<file path="src/hdl/vgt_pkg.sv">
package vgt_pkg;
    localparam int unsigned VGT_WORD_BITS = 16;
    localparam int unsigned VGT_BYTE_BITS = 8;
    localparam int unsigned VGT_CNT_BITS = 4;
    localparam int unsigned VGT_ADDR_BITS = 7;
    localparam int unsigned VGT_NUM_REGS = 8;
    localparam logic [6:0] VGT_ADDR_GAIN = 7'h02;
    localparam logic [6:0] VGT_ADDR_TBGAIN = 7'h04;
    localparam logic [6:0] VGT_ADDR_TBFREQ = 7'h05;
    localparam logic [7:0] VGT_RST_GAIN = 8'h20;
    localparam logic [7:0] VGT_RST_TBGAIN = 8'h27;
    localparam logic [7:0] VGT_RST_TBFREQ = 8'h45;
    localparam int unsigned VGT_OFF_BIT = 5;
    localparam int unsigned VGT_CODE_MSB = 4;
    localparam int unsigned VGT_GAIN_MSB = 5;
    localparam logic [5:0] VGT_ATTEN_MAX = 6'h20;
    localparam int unsigned VGT_RW_BIT = 15;
endpackage

</file>
<file path="src/hdl/vgt_regfile.sv">
`timescale 1ns/1ps
`default_nettype none
module vgt_regfile
    import vgt_pkg::*;
(
    input wire logic clock_in,
    input wire logic rst_in,
    input wire logic wr_en_in,
    input wire logic [VGT_ADDR_BITS-1:0] addr_in,
    input wire logic [VGT_BYTE_BITS-1:0] wr_data_in,
    output logic [VGT_BYTE_BITS-1:0] rd_data_out,
    output logic [VGT_BYTE_BITS-1:0] gain_out,
    output logic [VGT_BYTE_BITS-1:0] tbgain_out,
    output logic [VGT_BYTE_BITS-1:0] tbfreq_out
);
    logic [VGT_BYTE_BITS-1:0] gain_r;
    logic [VGT_BYTE_BITS-1:0] tbgain_r;
    logic [VGT_BYTE_BITS-1:0] tbfreq_r;

    // Power-on defaults
    always_ff @(posedge clock_in or posedge rst_in) begin
        if (rst_in) begin
            gain_r <= VGT_RST_GAIN;
            tbgain_r <= VGT_RST_TBGAIN;
            tbfreq_r <= VGT_RST_TBFREQ;
        end else if (wr_en_in) begin
            unique case (addr_in)
                VGT_ADDR_GAIN: gain_r <= wr_data_in;
                VGT_ADDR_TBGAIN: tbgain_r <= wr_data_in;
                VGT_ADDR_TBFREQ: tbfreq_r <= wr_data_in;
                default: ;
            endcase
        end
    end

    // Registered readback; unmapped addresses read zero
    always_ff @(posedge clock_in or posedge rst_in) begin
        if (rst_in) begin
            rd_data_out <= 8'h00;
        end else begin
            unique case (addr_in)
                VGT_ADDR_GAIN: rd_data_out <= gain_r;
                VGT_ADDR_TBGAIN: rd_data_out <= tbgain_r;
                VGT_ADDR_TBFREQ: rd_data_out <= tbfreq_r;
                default: rd_data_out <= 8'h00;
            endcase
        end
    end

    assign gain_out = gain_r;
    assign tbgain_out = tbgain_r;
    assign tbfreq_out = tbfreq_r;
endmodule // vgt_regfile
`default_nettype wire

</file>
<file path="src/hdl/vgt_regs.sv">
// Functional notes
// - Thermal gain register bit 5 high turns thermal correction off; resets high.
// - Correction-gain code in bits 4..0, resets to 00111.
// - Boost-frequency register at address 5h, read/write, resets to 45h.
// - Boost-frequency code in bits 4..0, resets to 00101.
// - Codes 00h..1Fh give attenuation equal to code, 1 dB steps.
// - Codes 20h..3Fh saturate at 32 dB attenuation.
// - Thermal correction starts disabled; enabled by writing zero to off bit.
// - Gain code sets boost amount, frequency code sets boost placement.
// - 16-bit words, rising edges, select low, address then data.
// - Reset loads all defaults: gain 20h, thermal gain 27h, boost frequency 45h.
`timescale 1ns/1ps
`default_nettype none
module vgt_regs
    import vgt_pkg::*;
(
    input wire logic clock_in,
    input wire logic rst_in,
    input wire logic sclk_in,
    input wire logic cs_n_in,
    input wire logic sdi_in,
    output logic sdo_out,
    output logic [5:0] atten_db_out,
    output logic power_down_out,
    output logic thermal_correction_off_out,
    output logic [4:0] boost_gain_code_out,
    output logic [4:0] boost_freq_code_out
);
    // Serial pins are sampled in the system clock; sclk must stay below clock/4
    logic [2:0] sclk_sync_r;
    logic [1:0] cs_sync_r;
    logic [1:0] sdi_sync_r;
    logic [VGT_CNT_BITS-1:0] bit_cnt_r;
    logic [VGT_WORD_BITS-2:0] shift_r;
    logic [VGT_BYTE_BITS-1:0] sdo_shift_r;
    logic wr_en_r;
    logic [VGT_ADDR_BITS-1:0] addr_r;
    logic [VGT_BYTE_BITS-1:0] wdata_r;
    logic load_sdo_r;
    logic load_sdo_d_r;
    logic [VGT_BYTE_BITS-1:0] rd_data;
    logic [VGT_BYTE_BITS-1:0] gain_q;
    logic [VGT_BYTE_BITS-1:0] tbgain_q;
    logic [VGT_BYTE_BITS-1:0] tbfreq_q;
    logic sclk_rise;
    logic sclk_fall;
    logic selected;
    logic addr_done;
    logic word_done;
    logic [VGT_WORD_BITS-1:0] word_nxt;

    // Saturating attenuation decode
    function automatic logic [5:0] atten_of(input logic [VGT_BYTE_BITS-1:0] code);
        if (code[VGT_GAIN_MSB]) begin
            return VGT_ATTEN_MAX;
        end
        return code[VGT_GAIN_MSB:0];
    endfunction

    // Counter must span exactly one word
    if ((1 << VGT_CNT_BITS) != VGT_WORD_BITS) begin : g_bad_count
        $error("Bit counter does not match word length");
    end

    // Address and read flag must fill one byte
    if (VGT_ADDR_BITS + 1 != VGT_BYTE_BITS) begin : g_bad_addr
        $error("Address and flag must fill one byte");
    end

    // Serial clock keeps a third stage for edge detection
    always_ff @(posedge clock_in or posedge rst_in) begin
        if (rst_in) begin
            sclk_sync_r <= 3'h0;
        end else begin
            sclk_sync_r <= {sclk_sync_r[1:0], sclk_in};
        end
    end

    // Select resets high, so no false frame follows reset
    always_ff @(posedge clock_in or posedge rst_in) begin
        if (rst_in) begin
            cs_sync_r <= 2'h3;
        end else begin
            cs_sync_r <= {cs_sync_r[0], cs_n_in};
        end
    end

    always_ff @(posedge clock_in or posedge rst_in) begin
        if (rst_in) begin
            sdi_sync_r <= 2'h0;
        end else begin
            sdi_sync_r <= {sdi_sync_r[0], sdi_in};
        end
    end

    assign sclk_rise = sclk_sync_r[1] & ~sclk_sync_r[2];
    assign sclk_fall = ~sclk_sync_r[1] & sclk_sync_r[2];
    assign selected = ~cs_sync_r[1];
    assign addr_done = selected & sclk_rise & (bit_cnt_r == 4'h7);
    assign word_done = selected & sclk_rise & (bit_cnt_r == 4'hF);
    assign word_nxt = {shift_r, sdi_sync_r[1]};

    // Deselect restarts the count, so a partial word is dropped
    always_ff @(posedge clock_in or posedge rst_in) begin
        if (rst_in) begin
            bit_cnt_r <= '0;
        end else if (!selected) begin
            bit_cnt_r <= '0;
        end else if (sclk_rise) begin
            bit_cnt_r <= bit_cnt_r + 4'h1;
        end
    end

    // Bits enter MSB first on rising edges
    always_ff @(posedge clock_in or posedge rst_in) begin
        if (rst_in) begin
            shift_r <= '0;
        end else if (selected && sclk_rise) begin
            shift_r <= word_nxt[VGT_WORD_BITS-2:0];
        end
    end

    // Address known after eight bits: fetch readback for the data phase
    always_ff @(posedge clock_in or posedge rst_in) begin
        if (rst_in) begin
            addr_r <= '0;
        end else if (addr_done) begin
            addr_r <= word_nxt[VGT_ADDR_BITS-1:0];
        end
    end

    // Register file answers one cycle after the address settles
    always_ff @(posedge clock_in or posedge rst_in) begin
        if (rst_in) begin
            load_sdo_r <= 1'b0;
            load_sdo_d_r <= 1'b0;
        end else begin
            load_sdo_r <= addr_done & word_nxt[VGT_BYTE_BITS-1];
            load_sdo_d_r <= load_sdo_r;
        end
    end

    // MSB of address byte selects read (1) or write (0)
    always_ff @(posedge clock_in or posedge rst_in) begin
        if (rst_in) begin
            wr_en_r <= 1'b0;
            wdata_r <= '0;
        end else begin
            wr_en_r <= word_done & ~word_nxt[VGT_RW_BIT];
            if (word_done) begin
                wdata_r <= word_nxt[VGT_BYTE_BITS-1:0];
            end
        end
    end

    vgt_regfile u_regfile (
        .clock_in(clock_in),
        .rst_in(rst_in),
        .wr_en_in(wr_en_r),
        .addr_in(addr_r),
        .wr_data_in(wdata_r),
        .rd_data_out(rd_data),
        .gain_out(gain_q),
        .tbgain_out(tbgain_q),
        .tbfreq_out(tbfreq_q)
    );

    // Readback shifts out MSB first on falling edges
    always_ff @(posedge clock_in or posedge rst_in) begin
        if (rst_in) begin
            sdo_shift_r <= '0;
            sdo_out <= 1'b0;
        end else begin
            if (load_sdo_d_r) begin
                sdo_shift_r <= rd_data;
            end else if (selected && sclk_fall && bit_cnt_r >= 4'h8) begin
                sdo_out <= sdo_shift_r[VGT_BYTE_BITS-1];
                sdo_shift_r <= {sdo_shift_r[VGT_BYTE_BITS-2:0], 1'b0};
            end
        end
    end

    // Analog control decode, registered so outputs never glitch
    always_ff @(posedge clock_in or posedge rst_in) begin
        if (rst_in) begin
            atten_db_out <= VGT_ATTEN_MAX;
        end else begin
            atten_db_out <= atten_of(gain_q);
        end
    end

    always_ff @(posedge clock_in or posedge rst_in) begin
        if (rst_in) begin
            power_down_out <= 1'b0;
        end else begin
            power_down_out <= gain_q[VGT_GAIN_MSB+1];
        end
    end

    always_ff @(posedge clock_in or posedge rst_in) begin
        if (rst_in) begin
            thermal_correction_off_out <= 1'b1;
        end else begin
            thermal_correction_off_out <= tbgain_q[VGT_OFF_BIT];
        end
    end

    always_ff @(posedge clock_in or posedge rst_in) begin
        if (rst_in) begin
            boost_gain_code_out <= VGT_RST_TBGAIN[VGT_CODE_MSB:0];
        end else begin
            boost_gain_code_out <= tbgain_q[VGT_CODE_MSB:0];
        end
    end

    // Frequency code moves independently of the gain code
    always_ff @(posedge clock_in or posedge rst_in) begin
        if (rst_in) begin
            boost_freq_code_out <= VGT_RST_TBFREQ[VGT_CODE_MSB:0];
        end else begin
            boost_freq_code_out <= tbfreq_q[VGT_CODE_MSB:0];
        end
    end
endmodule // vgt_regs
`default_nettype wire

</file>
<file path="config.mk">
export PLATFORM = sky130hd
export DESIGN_NAME = vgt_regs
export DESIGN_NICKNAME = d
export VERILOG_FILES = /design/src/hdl/vgt_pkg.sv /design/src/hdl/vgt_regfile.sv /design/src/hdl/vgt_regs.sv
export SDC_FILE = /design/constraint.sdc
export NUM_CORES = 1
export LEC_CHECK = 0
export ABC_AREA = 1
export CORE_AREA = 2 2 147 77
export CTS_CLUSTER_DIAMETER = 40
export DETAILED_ROUTE_END_ITERATION = 8
export DIE_AREA = 0 0 149 79
export DONT_BUFFER_PORTS = 1
export PLACE_DENSITY = 0.59
export SYNTH_ARGS = -nofsm -noshare
export SYNTH_HDL_FRONTEND = slang
export SYNTH_SLANG_ARGS = --single-unit
</file>
<file path="constraint.sdc">
create_clock -name clock_in -period 3.7 [get_ports clock_in]
set_clock_uncertainty 0.2 [all_clocks]
set_input_delay 0.74 -clock clock_in [delete_from_list [all_inputs] [get_ports clock_in]]
set_output_delay 0.74 -clock clock_in [all_outputs]
set_load 0.005 [all_outputs]
</file>
==> impl_table.tex <==
\begin{tabular}{lr}
\hline
Metric & Value \\
\hline
\multicolumn{2}{l}{\textbf{Status}} \\
Status & finished clean \\
\multicolumn{2}{l}{\textbf{Synth}} \\
Flip-flop and latch count after synthesis & 103 \\
Post-Syn Instances & 412 \\
Cell area after synthesis & 4140 sq um \\
Average footprint of a synthesized cell & 10.0 sq um \\
Cell variety after synth & 23 \\
Yosys warning total & 0 \\
Share of Yosys cell area claimed by the top area cell type & between 50\% and 60\% \\
Top flip-flop cell by instance count after synthesis & sky130\_fd\_sc\_hd\_\_dfrtp\_1 \\
Net count after synthesis & around 420 \\
Number of synthesized flops with an enable pin & 0 \\
Portion of the post-synthesis area used by sequential elements & around 63\% \\
Post-synth ARST share & 100\% \\
Biggest area consumer among synthesized cells & sky130\_fd\_sc\_hd\_\_dfrtp\_1 \\
Top cells by area, synth & sky130\_fd\_sc\_hd\_\_dfrtp\_1 (52\%), sky130\_fd\_sc\_hd\_\_nand2\_1 (11\%), sky130\_fd\_sc\_hd\_\_dfstp\_2 (11\%), sky130\_fd\_sc\_hd\_\_nand3\_1 (6.3\%), sky130\_fd\_sc\_hd\_\_o21ai\_2 (4.4\%) \\
Most frequently used cell type in the post-synthesis netlist & sky130\_fd\_sc\_hd\_\_nand2\_1 \\
Cell types with the highest counts after synthesis & sky130\_fd\_sc\_hd\_\_nand2\_1 (120), sky130\_fd\_sc\_hd\_\_dfrtp\_1 (86), sky130\_fd\_sc\_hd\_\_nand3\_1 (52) \\
\multicolumn{2}{l}{\textbf{GRT}} \\
Congestion Overflow GR & 0 \\
Vias in the first global route & around 2.6k \\
Antenna violations before repair & 0 \\
Wire length of the first global-routing pass & $\sim$14 mm \\
Global-route total usage across every layer & about 15\% \\
Pin count of the biggest net entering global routing & 82 \\
\multicolumn{2}{l}{\textbf{Clock network}} \\
Count of hold-fix buffers inserted at cts & 0 \\
Clock latency of the later-clocked register in the worst-skew pair & 0.34 ns \\
Clock buffer depth & 2 \\
Clock transition at the registers of the reported paths & around 0.070 ns \\
CTS root buf & sky130\_fd\_sc\_hd\_\_clkbuf\_16 \\
Deepest level of the CTS H-tree & 3 \\
Clock tree from TritonCTS & yes \\
Inserted Clock Buffers & 9 \\
Setup Fix Bufs, Post-CTS & 0 \\
Number of clock sinks & between 100 and 150 \\
Cts repair resizes & 0 \\
\multicolumn{2}{l}{\textbf{STA}} \\
Accumulated negative setup slack & 0 ns \\
PnR worst setup slack & between 1.5 and 2 ns \\
Clock period minus final worst setup slack & around 2.0 ns \\
Transition time at the pin with the least slew margin & about 1 ns \\
Count of final setup violators & 0 \\
Final Hold Viols & 0 \\
Final Hold Slack & roughly 0.15 ns \\
Setup repair after global routing missed its margin & no \\
Max-slew violation count & 0 \\
Final period utilization & 54.5\% \\
Max-slew headroom & roughly 34\% \\
Fmax achieved & roughly 500 MHz \\
\multicolumn{2}{l}{\textbf{Die}} \\
Row cnt & 27 \\
Die area & 11800 sq um \\
Die W & between 100 and 150 um \\
Io pins & 24 \\
Effective utilization at floorplan & approximately two fifths \\
Std-Cell Core Area & about 11000 sq um \\
Height of the chip & slightly below 80 um \\
\multicolumn{2}{l}{\textbf{Setup path}} \\
Worst flop-to-flop path startpoint & addr\_r[5] \\
Type of destination of the critical path & flop \\
Flop2flop setup slack & 1.68 ns \\
Origin of the worst setup path & addr\_r[5] \\
Critical path arrival & 2.05 ns \\
Class of the most critical setup path & reg2reg \\
Maximum fanout encountered on the critical timing path & 32 \\
CP startpoint kind & flop \\
Data required time at the worst endpoint & approximately 3.7 ns \\
\multicolumn{2}{l}{\textbf{Route}} \\
Remaining antenna violation count after routing & 0 \\
Sum of met2 wire segment lengths after detailed routing & roughly 2.8 mm \\
Detailed-route DRC error count & 0 \\
Vias/cell & $\sim$4.6 \\
Highest routing layer actually used & met4 \\
Sum of met3 wire segment lengths after detailed routing & approximately 570 um \\
Wire length per cell & around 14 um \\
Detailed Route Iter0 Violations & roughly 220 \\
Overall via count from detail\_route & around 2.6k \\
Total wirelength of the detailed-routed design & $\sim$7.9 mm \\
Metal1 wirelength & 4.49 mm \\
Number of detailed-routing iterations run before antenna repair & 5 \\
\multicolumn{2}{l}{\textbf{Run}} \\
Max-capacitance violation count & 0 \\
\multicolumn{2}{l}{\textbf{Power}} \\
Share of total power consumed by net switching & between 20\% and 30\% \\
Internal Power & $\sim$1.7 mW \\
Net switching component of the power & about 470 uW \\
Clk pwr share & between 40\% and 50\% \\
Worst ir drop on vdd & between 0.00015 and 0.0002 V \\
Leakage power of the design & between 2 and 2.5 nW \\
Sequential cell fraction of total power & 54.1\% \\
Power density over cell area & 479 nW/um\^{}2 \\
Proportion of power drawn by combinational gates & roughly 3.4\% \\
\multicolumn{2}{l}{\textbf{Placed design}} \\
Port Buf Inserts & 0 \\
Post-Place Setup Slack & roughly 1.7 ns \\
Final GP Congestion & 0.836 \\
DP Cell Count & 544 \\
DP HPWL & roughly 5.5 mm \\
\multicolumn{2}{l}{\textbf{Finish}} \\
Antenna cell count & 0 \\
Number of fillers in the final layout & 1032 \\
Reg area & $\sim$2600 sq um \\
Multi-input gate area & approximately 1300 sq um \\
Share of post-route cells with drive strength above 1 & between 15 and 20\% \\
Fin cells & between 500 and 600 \\
Area growth from synthesis to final layout & 9.16\% \\
Net count, final & roughly 420 \\
\multicolumn{2}{l}{\textbf{Min path}} \\
Classification of the worst-slack hold path & reg2reg \\
Launch instance of the worst min-delay path & sdi\_sync\_r[0] \\
\hline
\end{tabular}
## sequential cells by signal, indices dropped and copies added (netlist names), 7 cells and up
signal                 count
shift_r                   15
sdo_shift_r                8
u_regfile.gain_out         8
u_regfile.rd_data_out      8
u_regfile.tbfreq_out       8
u_regfile.tbgain_out       8
wdata_r                    8
addr_r                     7
## area by class of cell
cell class	count	share of cell area, %
Tap cell	145	4.02
Timing Repair Buffer	1	0.166
Sequential cell	103	57.5
Clock inverter	6	1.36
Multi-Input combinational cell	259	28.8
Inverter	36	3.05
Clock buffer	10	5.07
## final timing paths
kind / end / cells after the start
worst max register to register: u_regfile.tbgain_out[4] / 6
worst max-delay path: u_regfile.tbgain_out[4] / 6
max in group asynchronous: addr_r[3] / 2
worst min-delay path: sdi_sync_r[1] / 0
worst min register to register: sdi_sync_r[1] / 0
min in group asynchronous: sclk_sync_r[0] / 1
## logic make-up after synthesis
group / share of synthesized area [%]
xor gates and xnor gates: 0.212
and+or+nand+nor: 23.5
AOI/OAI and AO/OA: 7.11
adders and majority gates: 0.605
DFF: 62.8
buffers and inverters: 5.75
## routing by layer
metal | GRT usage (%) | vias to the layer above
met2 | 18.7 | 52
met1 | 25.5 | 1230
met3 | 4.77 | 2
met4 | 4.00 | 0
met5 | 0 | -
li1 | - | 1317
## cell usage in the layout, fill, tap and decap left out
| cell type | instances |
|---|---|
| sky130_fd_sc_hd__nand4_1 | 9 |
| sky130_fd_sc_hd__clkinvlp_4 | 1 |
| sky130_fd_sc_hd__nor2_4 | 4 |
| sky130_fd_sc_hd__nor2_1 | 18 |
| sky130_fd_sc_hd__inv_4 | 1 |
| sky130_fd_sc_hd__buf_4 | 1 |
| sky130_fd_sc_hd__inv_1 | 30 |
| sky130_fd_sc_hd__nand2_1 | 120 |
| sky130_fd_sc_hd__dfstp_2 | 17 |
| sky130_fd_sc_hd__bufinv_16 | 1 |
| sky130_fd_sc_hd__nand2_2 | 3 |
| sky130_fd_sc_hd__ha_1 | 2 |
| sky130_fd_sc_hd__dfrtp_1 | 86 |
| sky130_fd_sc_hd__o21ai_0 | 21 |
| sky130_fd_sc_hd__nor2_8 | 1 |
| sky130_fd_sc_hd__a21oi_1 | 1 |
| sky130_fd_sc_hd__clkbuf_1 | 1 |
| sky130_fd_sc_hd__inv_2 | 5 |
| sky130_fd_sc_hd__inv_6 | 1 |
| sky130_fd_sc_hd__xnor2_1 | 1 |
| sky130_fd_sc_hd__nor2_2 | 2 |
| sky130_fd_sc_hd__nand2_4 | 2 |
| sky130_fd_sc_hd__clkbuf_16 | 9 |
| sky130_fd_sc_hd__nand3_2 | 2 |
| sky130_fd_sc_hd__o21ai_2 | 21 |
| sky130_fd_sc_hd__nand3_1 | 52 |
| sky130_fd_sc_hd__clkinv_2 | 3 |
## metrics by stage
stage,cell area [sq um],power (mW),utilization (%)
6_report,4520,2.16,42.6
3_5_place_dp,4230,1.27,39.8
5_1_grt,4520,2.27,42.6
4_1_cts,4520,2.20,42.6
2_1_floorplan,4140,1.24,-
3_3_place_gp,4230,1.26,39.8
## power groups by stage
stage | sequential [mW] | combinational, mW | clock [mW]
finish | 1.17 | 0.0726 | 0.919
floorplan | 1.19 | 0.0558 | 0
CTS | 1.17 | 0.0766 | 0.953
global placement | 1.19 | 0.0740 | 0
global route | 1.17 | 0.0853 | 1.01
detailed placement | 1.19 | 0.0761 | 0
## worst max-delay path, cell delays in order (launching register included)
cell,delay (ns)
sky130_fd_sc_hd__dfrtp_1,0.41
sky130_fd_sc_hd__inv_2,0.05
sky130_fd_sc_hd__nand2_1,0.07
sky130_fd_sc_hd__nor2_4,0.53
sky130_fd_sc_hd__nand3_1,0.43
sky130_fd_sc_hd__nand2_1,0.16
sky130_fd_sc_hd__nand2_1,0.06
(Power assumes the default switching activity.)
